<file path="src/pscs_pkg.sv">
// Package for the PCI-side control block of the bridge.
// Assumes one 250 MHz clock that also serves as the PCI bus clock.
package pscs_pkg;

  // ---------------------------------------------------------------
  // Timing
  // ---------------------------------------------------------------
  localparam int unsigned PSCS_CLK_PERIOD_PS = 4000;        // 250 MHz
  localparam int unsigned PSCS_RST_TIME_US   = 1000;        // 1 ms least
  localparam int unsigned PSCS_RST_CYCLES    =
    (PSCS_RST_TIME_US * 1000000 + PSCS_CLK_PERIOD_PS - 1) / PSCS_CLK_PERIOD_PS;
  localparam int unsigned PSCS_CNT_W         = 24;

  // ---------------------------------------------------------------
  // Bus commands and field sizes
  // ---------------------------------------------------------------
  localparam logic [3:0] PSCS_CMD_CFG_RD  = 4'ha;
  localparam logic [3:0] PSCS_CMD_CFG_WR  = 4'hb;
  localparam logic [3:0] PSCS_BE_NONE     = 4'hf;
  localparam logic [1:0] PSCS_ADDR_LOW    = 2'h0;
  localparam logic [31:0] PSCS_WORD_STEP  = 32'h4;
  localparam logic [31:0] PSCS_WORD_ZERO  = 32'h0;
  localparam logic [PSCS_CNT_W-1:0] PSCS_CNT_ZERO = 24'h0;
  localparam logic [PSCS_CNT_W-1:0] PSCS_CNT_ONE  = 24'h1;

  // ---------------------------------------------------------------
  // State encodings, one-hot
  // ---------------------------------------------------------------
  typedef enum logic [2:0] {R_WAITPG = 3'h1, R_COUNT = 3'h2, R_RUN = 3'h4} pscs_rst_e;
  typedef enum logic [3:0] {H_IDLE = 4'h1, H_REQ = 4'h2, H_OWN = 4'h4, H_PREL = 4'h8} pscs_hold_e;
  typedef enum logic [3:0] {M_IDLE = 4'h1, M_ADDR = 4'h2, M_DATA = 4'h4, M_TURN = 4'h8} pscs_mst_e;
  typedef enum logic [2:0] {T_IDLE = 3'h1, T_DATA = 3'h2, T_TURN = 3'h4} pscs_tgt_e;

  // ---------------------------------------------------------------
  // Carriers
  // ---------------------------------------------------------------
  typedef struct packed {
    logic        valid;   // Request held until done
    logic        write;
    logic [31:0] addr;
    logic [3:0]  cmd;
    logic [3:0]  be;      // Active-low byte enables
    logic [31:0] data;
    logic        ready;   // Write data valid or read latch ready
  } pscs_mst_req_s;

  typedef struct packed {
    logic        valid;   // One-cycle strobe
    logic        write;
    logic [31:0] addr;
    logic [31:0] data;
    logic [3:0]  be;
  } pscs_cfg_s;

  typedef struct packed {
    pscs_rst_e             rstSt;
    logic [PSCS_CNT_W-1:0] rstCnt;
    logic                  pciRstN;
    pscs_hold_e            holdSt;
    logic                  holdReqN;
    logic                  holdReqOe;
    pscs_mst_e             mstSt;
    logic                  mstWrite;
    logic                  frameN;
    logic                  frameOe;
    logic                  irdyN;
    logic                  irdyOe;
    logic [31:0]           adOut;
    logic                  adOe;
    logic [3:0]            cbeOut;
    logic                  cbeOe;
    logic                  mstDone;
    logic [31:0]           mstRdData;
    pscs_tgt_e             tgtSt;
    logic                  tgtWrite;
    logic [31:0]           tgtAddr;
    logic                  devselN;
    logic                  devselOe;
    logic                  trdyN;
    logic                  trdyOe;
    pscs_cfg_s             cfg;
    logic                  par;
    logic                  parOe;
    logic                  framePrev;
    logic                  serrPrev;
    logic                  nmi;
  } pscs_state_s;

  localparam pscs_state_s PSCS_STATE_RST = '{
    rstSt: R_WAITPG, rstCnt: PSCS_CNT_ZERO, pciRstN: 1'b0,
    holdSt: H_IDLE, holdReqN: 1'b1, holdReqOe: 1'b0,
    mstSt: M_IDLE, mstWrite: 1'b0, frameN: 1'b1, frameOe: 1'b0,
    irdyN: 1'b1, irdyOe: 1'b0, adOut: PSCS_WORD_ZERO, adOe: 1'b0,
    cbeOut: PSCS_BE_NONE, cbeOe: 1'b0, mstDone: 1'b0, mstRdData: PSCS_WORD_ZERO,
    tgtSt: T_IDLE, tgtWrite: 1'b0, tgtAddr: PSCS_WORD_ZERO,
    devselN: 1'b1, devselOe: 1'b0, trdyN: 1'b1, trdyOe: 1'b0,
    cfg: '0, par: 1'b0, parOe: 1'b0, framePrev: 1'b1, serrPrev: 1'b1, nmi: 1'b0};

endpackage : pscs_pkg
</file>
<file path="src/pscs_pci_ctl.sv">
// PCI-side control logic of the bridge: config claim, ready handshake,
// parity, bus reset generation, hold/grant with passive release, SERR.
// Assumes clk is the PCI bus clock and all pin inputs are synchronous.
//
// How it works
// - IDSEL sampled on the address phase acts as config chip select.
// - Config read/write with IDSEL claims via DEVSEL one cycle later.
// - A data phase ends on an edge with IRDY and TRDY both low.
// - As initiator, IRDY goes low only with write data or read readiness.
// - IRDY is input as target, output as initiator, floated otherwise.
// - PAR is even parity over 32 AD bits and 4 C/BE bits.
// - PAR follows AD drive and float, one clock later.
// - PAR on own address phases, own write data, target read data.
// - Bus reset asserted at power-up and on a hard reset request.
// - Bus reset released at least 1 ms after power good rises.
// - A requested bus reset lasts at least 1 ms.
// - Bus reset output is registered on clk, the PCI bus clock.
// - Bus reset low in device reset, high after the reset count and in suspend.
// - Hold request low asks for the bus; low grant means owned.
// - Passive release pulses the hold request high for one clock.
// - Hold request floats in reset, driven high after it and in suspend.
// - A sampled SERR pulse raises an NMI when enabled.
// - C/BE carry the command on address phase, byte enables on data.
`timescale 1ns/1ns

module pscs_pci_ctl #(
  parameter int unsigned RESET_CYCLES = pscs_pkg::PSCS_RST_CYCLES
) (
  input  wire logic                  clk,
  input  wire logic                  rst_n,
  input  wire logic                  power_good_in,
  input  wire logic                  posState,
  input  wire logic                  reset_control_register,
  input  wire logic                  serrNmiEnable,
  input  wire logic                  passiveRelease,
  input  wire pscs_pkg::pscs_mst_req_s mstReq,
  input  wire logic [31:0]           cfgRdData,
  input  wire logic                  idsel,
  input  wire logic                  frameInN,
  input  wire logic                  irdyInN,
  input  wire logic                  trdyInN,
  input  wire logic                  serrInN,
  input  wire logic [31:0]           adIn,
  input  wire logic [3:0]            cbeInN,
  input  wire logic                  bus_hold_grant_n,
  output logic                       pci_bus_reset_out_n,
  output logic                       bus_hold_request_n,
  output logic                       bus_hold_request_oe,
  output logic                       frameOutN,
  output logic                       frameOe,
  output logic                       irdyOutN,
  output logic                       irdyOe,
  output logic                       devselOutN,
  output logic                       devselOe,
  output logic                       trdyOutN,
  output logic                       trdyOe,
  output logic [31:0]                adOut,
  output logic                       adOe,
  output logic [3:0]                 cbeOutN,
  output logic                       cbeOe,
  output logic                       parOut,
  output logic                       parOe,
  output logic                       nmiPulse,
  output logic                       mstDone,
  output logic [31:0]                mstRdData,
  output pscs_pkg::pscs_cfg_s        cfgAccess
);
  import pscs_pkg::*;

  // ---------------------------------------------------------------
  // Elaboration checks
  // ---------------------------------------------------------------
  if (RESET_CYCLES < 1 || RESET_CYCLES >= (1 << PSCS_CNT_W)) begin : g_bad_cycles
    $error("RESET_CYCLES out of counter range");
  end

  localparam logic [PSCS_CNT_W-1:0] RST_LAST = PSCS_CNT_W'(RESET_CYCLES - 1);

  // ---------------------------------------------------------------
  // Helpers
  // ---------------------------------------------------------------
  // Even parity bit over the 36 bus bits
  function automatic logic parity36(input logic [31:0] ad, input logic [3:0] cbe);
    parity36 = ^{ad, cbe};
  endfunction : parity36

  // Config command check
  function automatic logic isCfgCmd(input logic [3:0] cmd);
    isCfgCmd = (cmd == PSCS_CMD_CFG_RD) || (cmd == PSCS_CMD_CFG_WR);
  endfunction : isCfgCmd

  pscs_state_s state_reg;
  pscs_state_s state_next;

  logic       addrPhase;
  logic [3:0] cbeOnBus;

  // Falling FRAME edge seen by the sampler marks an address phase
  assign addrPhase = state_reg.framePrev && !frameInN;
  // C/BE seen on the bus, own drive included
  assign cbeOnBus  = state_reg.cbeOe ? state_reg.cbeOut : cbeInN;

  // ---------------------------------------------------------------
  // Next-state logic
  // ---------------------------------------------------------------
  always_comb begin
    state_next           = state_reg;
    state_next.mstDone   = 1'b0;
    state_next.cfg.valid = 1'b0;
    state_next.nmi       = 1'b0;
    state_next.framePrev = frameInN;
    state_next.serrPrev  = serrInN;

    // Bus reset sequencing
    case (state_reg.rstSt)
      R_WAITPG: begin
        state_next.pciRstN = 1'b0;
        if (power_good_in) begin
          state_next.rstSt  = R_COUNT;
          state_next.rstCnt = PSCS_CNT_ZERO;
        end
      end
      R_COUNT: begin
        state_next.pciRstN = 1'b0;
        state_next.rstCnt  = state_reg.rstCnt + PSCS_CNT_ONE;
        if (!power_good_in) begin
          state_next.rstSt = R_WAITPG;
        end else if (state_reg.rstCnt == RST_LAST) begin
          state_next.rstSt   = R_RUN;
          state_next.pciRstN = 1'b1;
        end
      end
      R_RUN: begin
        if (!power_good_in) begin
          state_next.rstSt   = R_WAITPG;
          state_next.pciRstN = 1'b0;
        end else if (reset_control_register) begin
          state_next.rstSt   = R_COUNT;
          state_next.rstCnt  = PSCS_CNT_ZERO;
          state_next.pciRstN = 1'b0;
        end
      end
      default: begin
        state_next.rstSt   = R_WAITPG;
        state_next.pciRstN = 1'b0;
      end
    endcase

    // Hold request toward the arbiter
    state_next.holdReqOe = 1'b1;
    case (state_reg.holdSt)
      H_IDLE: begin
        state_next.holdReqN = 1'b1;
        if (mstReq.valid) begin
          state_next.holdSt   = H_REQ;
          state_next.holdReqN = 1'b0;
        end
      end
      H_REQ: begin
        if (!bus_hold_grant_n) begin
          state_next.holdSt = H_OWN;
        end
      end
      H_OWN: begin
        // Grant is assumed held until the request drops
        if (state_reg.mstSt == M_IDLE && passiveRelease) begin
          state_next.holdSt   = H_PREL;
          state_next.holdReqN = 1'b1;
        end else if (state_reg.mstSt == M_IDLE && !mstReq.valid) begin
          state_next.holdSt   = H_IDLE;
          state_next.holdReqN = 1'b1;
        end
      end
      H_PREL: begin
        state_next.holdSt   = H_REQ;
        state_next.holdReqN = 1'b0;
      end
      default: begin
        state_next.holdSt   = H_IDLE;
        state_next.holdReqN = 1'b1;
      end
    endcase

    // Initiator transfer, single data phase
    case (state_reg.mstSt)
      M_IDLE: begin
        if (state_reg.holdSt == H_OWN && mstReq.valid && !passiveRelease &&
            state_reg.tgtSt == T_IDLE) begin
          state_next.mstSt    = M_ADDR;
          state_next.mstWrite = mstReq.write;
          state_next.frameN   = 1'b0;
          state_next.frameOe  = 1'b1;
          state_next.adOut    = {mstReq.addr[31:2], PSCS_ADDR_LOW};
          state_next.adOe     = 1'b1;
          state_next.cbeOut   = mstReq.cmd;
          state_next.cbeOe    = 1'b1;
        end
      end
      M_ADDR: begin
        state_next.mstSt  = M_DATA;
        state_next.frameN = 1'b1;
        state_next.cbeOut = mstReq.be;
        state_next.adOut  = mstReq.data;
        state_next.adOe   = state_reg.mstWrite;
        state_next.irdyOe = 1'b1;
        state_next.irdyN  = !mstReq.ready;
      end
      M_DATA: begin
        if (!state_reg.irdyN && !trdyInN) begin
          state_next.mstSt     = M_TURN;
          state_next.mstDone   = 1'b1;
          state_next.mstRdData = adIn;
          state_next.irdyN     = 1'b1;
          state_next.frameOe   = 1'b0;
          state_next.adOe      = 1'b0;
          state_next.cbeOe     = 1'b0;
        end else begin
          state_next.irdyN = state_reg.irdyN && !mstReq.ready;
        end
      end
      M_TURN: begin
        state_next.mstSt  = M_IDLE;
        state_next.irdyOe = 1'b0;
      end
      default: begin
        state_next.mstSt  = M_IDLE;
        state_next.irdyOe = 1'b0;
      end
    endcase

    // Target side for config cycles
    case (state_reg.tgtSt)
      T_IDLE: begin
        if (addrPhase && idsel && isCfgCmd(cbeInN) &&
            state_reg.mstSt == M_IDLE) begin
          state_next.tgtSt    = T_DATA;
          state_next.tgtWrite = (cbeInN == PSCS_CMD_CFG_WR);
          state_next.tgtAddr  = adIn;
          state_next.devselN  = 1'b0;
          state_next.devselOe = 1'b1;
          state_next.trdyN    = 1'b0;
          state_next.trdyOe   = 1'b1;
          state_next.adOut    = cfgRdData;
          state_next.adOe     = (cbeInN == PSCS_CMD_CFG_RD);
        end
      end
      T_DATA: begin
        if (!irdyInN && !state_reg.trdyN) begin
          state_next.cfg.valid = 1'b1;
          state_next.cfg.write = state_reg.tgtWrite;
          state_next.cfg.addr  = state_reg.tgtAddr;
          state_next.cfg.data  = adIn;
          state_next.cfg.be    = cbeInN;
          state_next.tgtAddr   = state_reg.tgtAddr + PSCS_WORD_STEP;
          state_next.adOut     = cfgRdData;
          if (frameInN) begin
            state_next.tgtSt   = T_TURN;
            state_next.devselN = 1'b1;
            state_next.trdyN   = 1'b1;
            state_next.adOe    = 1'b0;
          end
        end
      end
      T_TURN: begin
        state_next.tgtSt    = T_IDLE;
        state_next.devselOe = 1'b0;
        state_next.trdyOe   = 1'b0;
      end
      default: begin
        state_next.tgtSt    = T_IDLE;
        state_next.devselOe = 1'b0;
        state_next.trdyOe   = 1'b0;
      end
    endcase

    // Parity trails the AD drive by one clock
    state_next.parOe = state_reg.adOe;
    state_next.par   = parity36(state_reg.adOut, cbeOnBus);

    // System error response
    if (serrNmiEnable && state_reg.serrPrev && !serrInN) begin
      state_next.nmi = 1'b1;
    end

    // Power-on suspend floats the bus, holds reset and hold high
    if (posState) begin
      state_next           = PSCS_STATE_RST;
      state_next.rstSt     = R_RUN;
      state_next.pciRstN   = 1'b1;
      state_next.holdReqN  = 1'b1;
      state_next.holdReqOe = 1'b1;
      state_next.framePrev = frameInN;
      state_next.serrPrev  = serrInN;
    end
  end

  // ---------------------------------------------------------------
  // State register
  // ---------------------------------------------------------------
  always_ff @(posedge clk) begin
    if (!rst_n) begin
      state_reg <= PSCS_STATE_RST;
    end else begin
      state_reg <= state_next;
    end
  end

  // ---------------------------------------------------------------
  // Outputs, all from the state register
  // ---------------------------------------------------------------
  // Reset pin timed by the counter, not by bus edges
  assign pci_bus_reset_out_n = state_reg.pciRstN;
  assign bus_hold_request_n  = state_reg.holdReqN;
  assign bus_hold_request_oe = state_reg.holdReqOe;
  assign frameOutN           = state_reg.frameN;
  assign frameOe             = state_reg.frameOe;
  assign irdyOutN            = state_reg.irdyN;
  assign irdyOe              = state_reg.irdyOe;
  assign devselOutN          = state_reg.devselN;
  assign devselOe            = state_reg.devselOe;
  assign trdyOutN            = state_reg.trdyN;
  assign trdyOe              = state_reg.trdyOe;
  assign adOut               = state_reg.adOut;
  assign adOe                = state_reg.adOe;
  assign cbeOutN             = state_reg.cbeOut;
  assign cbeOe               = state_reg.cbeOe;
  assign parOut              = state_reg.par;
  assign parOe               = state_reg.parOe;
  assign nmiPulse            = state_reg.nmi;
  assign mstDone             = state_reg.mstDone;
  assign mstRdData           = state_reg.mstRdData;
  assign cfgAccess           = state_reg.cfg;

endmodule : pscs_pci_ctl

</file>
<file path="config.mk">
export PLATFORM = sky130hd
export DESIGN_NAME = pscs_pci_ctl
export DESIGN_NICKNAME = d
export VERILOG_FILES = /design/src/pscs_pkg.sv /design/src/pscs_pci_ctl.sv
export SDC_FILE = /design/constraint.sdc
export NUM_CORES = 1
export LEC_CHECK = 0
export ABC_CLOCK_PERIOD_IN_PS = 4950
export BUFFER_PORTS_ARGS = -buffer_cell sky130_fd_sc_hd__buf_2
export CELL_PAD_IN_SITES_DETAIL_PLACEMENT = 0
export CELL_PAD_IN_SITES_GLOBAL_PLACEMENT = 2
export CORE_MARGIN = 2
export CORE_UTILIZATION = 32
export CTS_CLUSTER_DIAMETER = 120
export DETAILED_ROUTE_END_ITERATION = 6
export PLACE_DENSITY_LB_ADDON = 0.2
export SLEW_MARGIN = 20
export SYNTH_ARGS = -nofsm -noshare
export SYNTH_HDL_FRONTEND = slang
export SYNTH_SLANG_ARGS = --single-unit
</file>
<file path="constraint.sdc">
create_clock -name clk -period 4.95 [get_ports clk]
set_clock_uncertainty 0.15 [all_clocks]
set_input_delay 0 -clock clk [delete_from_list [all_inputs] [get_ports clk]]
set_output_delay 0 -clock clk [all_outputs]
set_load 0.01 [all_outputs]
</file>
Word-level counts from Yosys, hierarchy flattened
Index checks and enable logic that the tools add are counted.

Register bits: 229. Input bits: 156. Output and inout bits: 155. Logic and storage cells: 180.

$add $sub $neg: 2. Equal/unequal tests: 31. Multiplexer cells: 57. Bitwise gates (word level): 4. Reductions and logical operators: 50.

Operators with widths (count): 229-bit two-way mux (1); 70-bit two-way mux (2); 33-bit two-way mux (4); 33-bit one-hot mux with 2 select lines (2); 24-bit one-hot mux with 3 select lines (1); 32-bit one-hot mux with 2 select lines (1); 40-bit two-way mux (1); 38-bit two-way mux (1); 36-bit XOR reduction (1); 34-bit two-way mux (1); 32-bit by 3-bit adder with 32-bit output (second input constant) (1); 28-bit two-way mux (1); 27-bit two-way mux (1); 24-bit by 1-bit adder with 24-bit output (second input constant) (1); 24-bit by 18-bit equality test with 1-bit output (second input constant) (1); 24-bit two-way mux (1); 1-bit one-hot mux with 2 select lines (9); 3-bit AND reduction (6); 2-bit inequality test (second input constant) (8); 4-bit one-hot mux with 4 select lines (1); 2-bit AND reduction (8); 3-bit two-way mux (5); 5-bit two-way mux (3); 1-bit logical AND (14); 27 further kinds (69).

Logic depth before layout (Yosys ltp)
Depth after elaboration: 10. Gate-level depth with buffers: 9. Gate-level depth less buffers: 7.

Least setup slack after synthesis
Ideal clock, no wire load.

Path type: reg2reg. Start point: reg state_reg[194] (netlist name). End point: reg state_reg[101] (netlist name). Setup time: 130 ps. Arrival: 2178 ps. Required time: 4670 ps. Setup slack: 2492 ps. Cell stages (with the launch flop): 9. Path buffers: 3. Period minus slack after synthesis: 2458 ps. Cells stage by stage: dfxtp_1 > or4b_1 > buf_2 > o31a_1 > or3_1 > buf_2 > buf_6 > a221oi_2 > nor3_2.

Cells in the longest elaborated chain, start to end: 4.

RTL lines: start, declared (line pscs_pci_ctl.sv:92) `pscs_state_s state_reg;`; start signal, assigned (line pscs_pci_ctl.sv:304) `state_reg <= state_next;`; 4-bit by 1-bit equality test with 1-bit output (line pscs_pci_ctl.sv:235) `state_reg.mstSt == M_IDLE) begin`; 1-bit logical AND (line pscs_pci_ctl.sv:234) `if (addrPhase && idsel && isCfgCmd(cbeInN) &&`; 2-bit by 1-bit inequality test with 1-bit output (no line); 3-bit AND reduction (no line).

Every way passes these cells. A chain may end at the register's enable or synchronous reset.

Worst setup path after layout
Start point: reg state_reg[194] (netlist name). End point: reg state_reg (netlist bit adOut[20]).

Cells in the longest elaborated chain, start to end: 4. Elaborated cells on any way between the ends: 7. Classes of those cells: eq/ne: 2; mux: 4; reduce/logical: 1.

RTL lines: 4-bit by 2-bit equality test with 1-bit output / 4-bit by 1-bit equality test with 1-bit output (equally long branches) (line pscs_pci_ctl.sv:185, pscs_pci_ctl.sv:235); 32-bit one-hot mux with 2 select lines / 1-bit logical AND (equally long branches) (line pscs_pci_ctl.sv:185, pscs_pci_ctl.sv:234); 33-bit two-way mux (on tied branches) (line pscs_pci_ctl.sv:248, pscs_pci_ctl.sv:234); 33-bit one-hot mux with 2 select lines (*) (line pscs_pci_ctl.sv:232) `case (state_reg.tgtSt)`.

Every way passes the cells marked *; elsewhere a longest branch is shown, timed or not.

==> summary.txt <==
Placed design
  – PortBufs: 308
  – Placement Setup Slack: 1.88 ns
  – Cell count after placement: 1,947
  – GPL Wtd Cong: 0.760
  – DPL Wire Length: 24,100 µm

Floorplanning
  – Io pins: 311
  – Die Ht: 189 µm
  – Core footprint: around 34,000 µm²
  – Initial cell density of the core: 0.326
  – Cell row count: 67
  – Die W: roughly 190 µm
  – Die area: 35,700 µm²

Timing
  – RSZ-0062 raised after global routing: false
  – Setup TNS: 0 ns
  – Tmin final: between 3 and 4 ns
  – Slew at the pin with the worst max-slew slack: 1.10 ns
  – Final worst slack: 1.51 ns
  – Fmax: 291 MHz
  – Slew Limit Fails: 0
  – Tcrit/Tclk final: 0.694
  – Final count of hold timing violations: 0
  – Headroom to the max-slew limit: 0.261
  – # setup viols final: 0

Drt
  – Total Wirelength: 36,100 µm
  – Final ANT Viol Nets: 0
  – Initial DRC Count: 498
  – Via density: 4.79
  – Via count: about 10,000
  – WL/cell: 17.0 µm
  – DR DRC count: 0
  – Detailed Routing Iterations Pass 1: 5

Synth
  – Cell variety after synth: 59
  – Largest family of logic cells by synthesized area: simple AND/OR/NAND/NOR gates
  – Synth Instances: around 1,400
  – Mux contribution to synthesized area: 0.00274
  – Post-Synth Simple-Gate Area: 0.216
  – Compound-gate portion of the synthesized area: 0.185
  – Register area share after synthesis: 0.413
  – Post-Synth XOR/XNOR Area: 0.0493
  – Synthesized cell area: roughly 11,000 µm²
  – Syn nets: 1,559
  – Post-synth EDFFs: 0
  – Yosys warning total: 0
  – Yosys reg bits: 226
  – Syn avg cell area: 7.81 µm²
  – Adder-cell area share of the yosys netlist: 0.00229
  – Asr flop ratio synth: 0
  – Synth Flop Type: dfxtp_1

GRT
  – Met3 Use GR: 0.0393
  – Number of global-route vias before repair: 9,847
  – Pin count of the biggest net entering global routing: 173
  – Grt ovf: 0
  – GR Layer Usage met2: 0.300
  – Initial antenna violation count: 0
  – GRT met1 Usage: 0.292
  – Top Usage Layer GRT: met2
  – Total track usage: 0.198
  – First-pass GRT wire length: about 57,000 µm

Final layout
  – Most frequent cells in the layout: buf_2 (308), nand2_1 (299), dfxtp_1 (226)
  – Syn-to-layout area delta: 28.3%
  – Commonest non-fill, non-tap cell in the layout: buf_2
  – Fin cells: 2,124
  – ANT cells: 0
  – Share of cells above drive strength 1: 0.237
  – Max reg flops: 72
  – Layout fillers: 3,528
  – Fin nets: 1,816

Worst setup path
  – Worst path arrival time: around 3.7 ns
  – Critical path class: flip-flop to flip-flop
  – Crit-path max FO: 62
  – CP Capture Type: flip-flop
  – CP startpoint kind: flip-flop
  – Req. time, crit path: 5.18 ns

Power and ir drop
  – Internal: 3.18 mW
  – Clock share of power: 0.489
  – P_leak: roughly 5.4 nW
  – Combinational Power Share: 0.063
  – Switch share: 0.226
  – Peak supply drop: 265 µV
  – Sequential fraction of design power: 0.447
  – Net switching power: approximately 0.93 mW
  – Pwr per Cell Area: between 200 and 300 nW/µm²

CTS
  – Root Driver: clkbuf_16
  – Clock Latency Late Sink: 0.54 ns
  – TritonCTS clock tree: yes
  – CTS H-Tree Depth: 1
  – CTS sink count: 226
  – CTS Buffer Depth: 3
  – CTS buffer count: 27
  – Clk pin slew, worst setup/hold paths: 0.06 ns
  – Cts repair resizes: 0

Hold path
  – Hold crit path type: primary input to flip-flop

Run status
  – Status: completed

Flow run
  – Max-cap violations: 0
==> worst max-delay path, cell delays in order (launching register included) <==
cell and delay, ns:
dfxtp_1 0.35, or4b_1 0.69, o31a_1 0.43, nor3_4 0.21, buf_4 0.54, a21oi_1 0.08
a31oi_1 0.17, dlygate4sd3_1 0.59, nor2_1 0.04
==> through the flow <==
step | hold slack (ns) | total power [mW] | cell area (µm²) | utilization
after floorplan | -0.122 | 1.96 | 10900 | -
after global placement | 0.0235 | 2.07 | 11800 | 0.352
after detailed placement | 0.0350 | 2.07 | 11800 | 0.352
after CTS | 0.0150 | 4.17 | 14000 | 0.418
after global routing | 0.0685 | 4.27 | 14000 | 0.418
final | 0.0548 | 4.11 | 14000 | 0.418
==> final timing paths <==
check	from	endpoint	slack, ns	cells past startpoint
hold reg to reg	cfgAccess[58]$_SDFFE_PP0P_	cfgAccess[58]$_SDFFE_PP0P_	0.30	2
setup / recovery	state_reg[194]$_SDFFE_PP0P_	adOut[20]$_SDFF_PP0_	1.51	8
setup reg to reg	state_reg[194]$_SDFFE_PP0P_	adOut[20]$_SDFF_PP0_	1.51	8
hold / removal	serrInN	state_reg[1]$_SDFF_PN1_	0.05	3
==> synthesized netlist by cell type (all sizes together), types with 10 or more instances <==
cell type | instances | area (µm²)
o21ai | 51 | 255
nand2 | 301 | 1130
xor2 | 26 | 228
xnor2 | 33 | 289
nand4 | 14 | 87.6
nor3 | 15 | 85.1
nand2b | 10 | 62.6
dfxtp | 226 | 4520
nand3 | 23 | 115
nor2 | 107 | 402
buf | 157 | 1160
a22oi | 33 | 248
a31oi | 33 | 206
a21oi | 181 | 913
and3 | 14 | 87.6
clkbuf | 70 | 263
==> per-layer routing <==
metal,wire [µm],up-vias
met1,18100,4731
met3,2180,33
met4,451,0
met5,0,-
met2,15400,245
li1,-,5156
==> power groups by stage <==
stage / sequential [mW] / clock, mW / combinational, mW
after floorplan: 1.88 / 0 / 0.0855
after global placement: 1.88 / 0 / 0.196
after detailed placement: 1.88 / 0 / 0.197
after CTS: 1.84 / 2.07 / 0.263
after global routing: 1.84 / 2.15 / 0.286
final: 1.84 / 2.01 / 0.261
==> logic make-up after synthesis <==
logic type	count (synthesis)
XOR/XNOR	60
adder cells (fa/ha/maj)	2
AO/OA/AOI/OAI	340
buffers and inverters	234
flip-flops	226
AND/OR/NAND/NOR	536
multiplexers	3
==> repair_timing <==
item                      in CTS  in global routing
hold buffers                 130                  0
buffers inserted               0                  0
hold endpoints to repair     164                  0
==> area by class of cell <==
type,instances,area (µm²),share of cell area
Clock buffer,37,793,0.0565
Clock inverter,10,106,0.00757
Inverter,7,26.3,0.00187
Multi-Input combinational cell,941,5050,0.360
Sequential cell,226,4520,0.322
Tap cell,448,561,0.0399
Timing Repair Buffer,455,2980,0.212
Power figures use the tool's default switching activity.
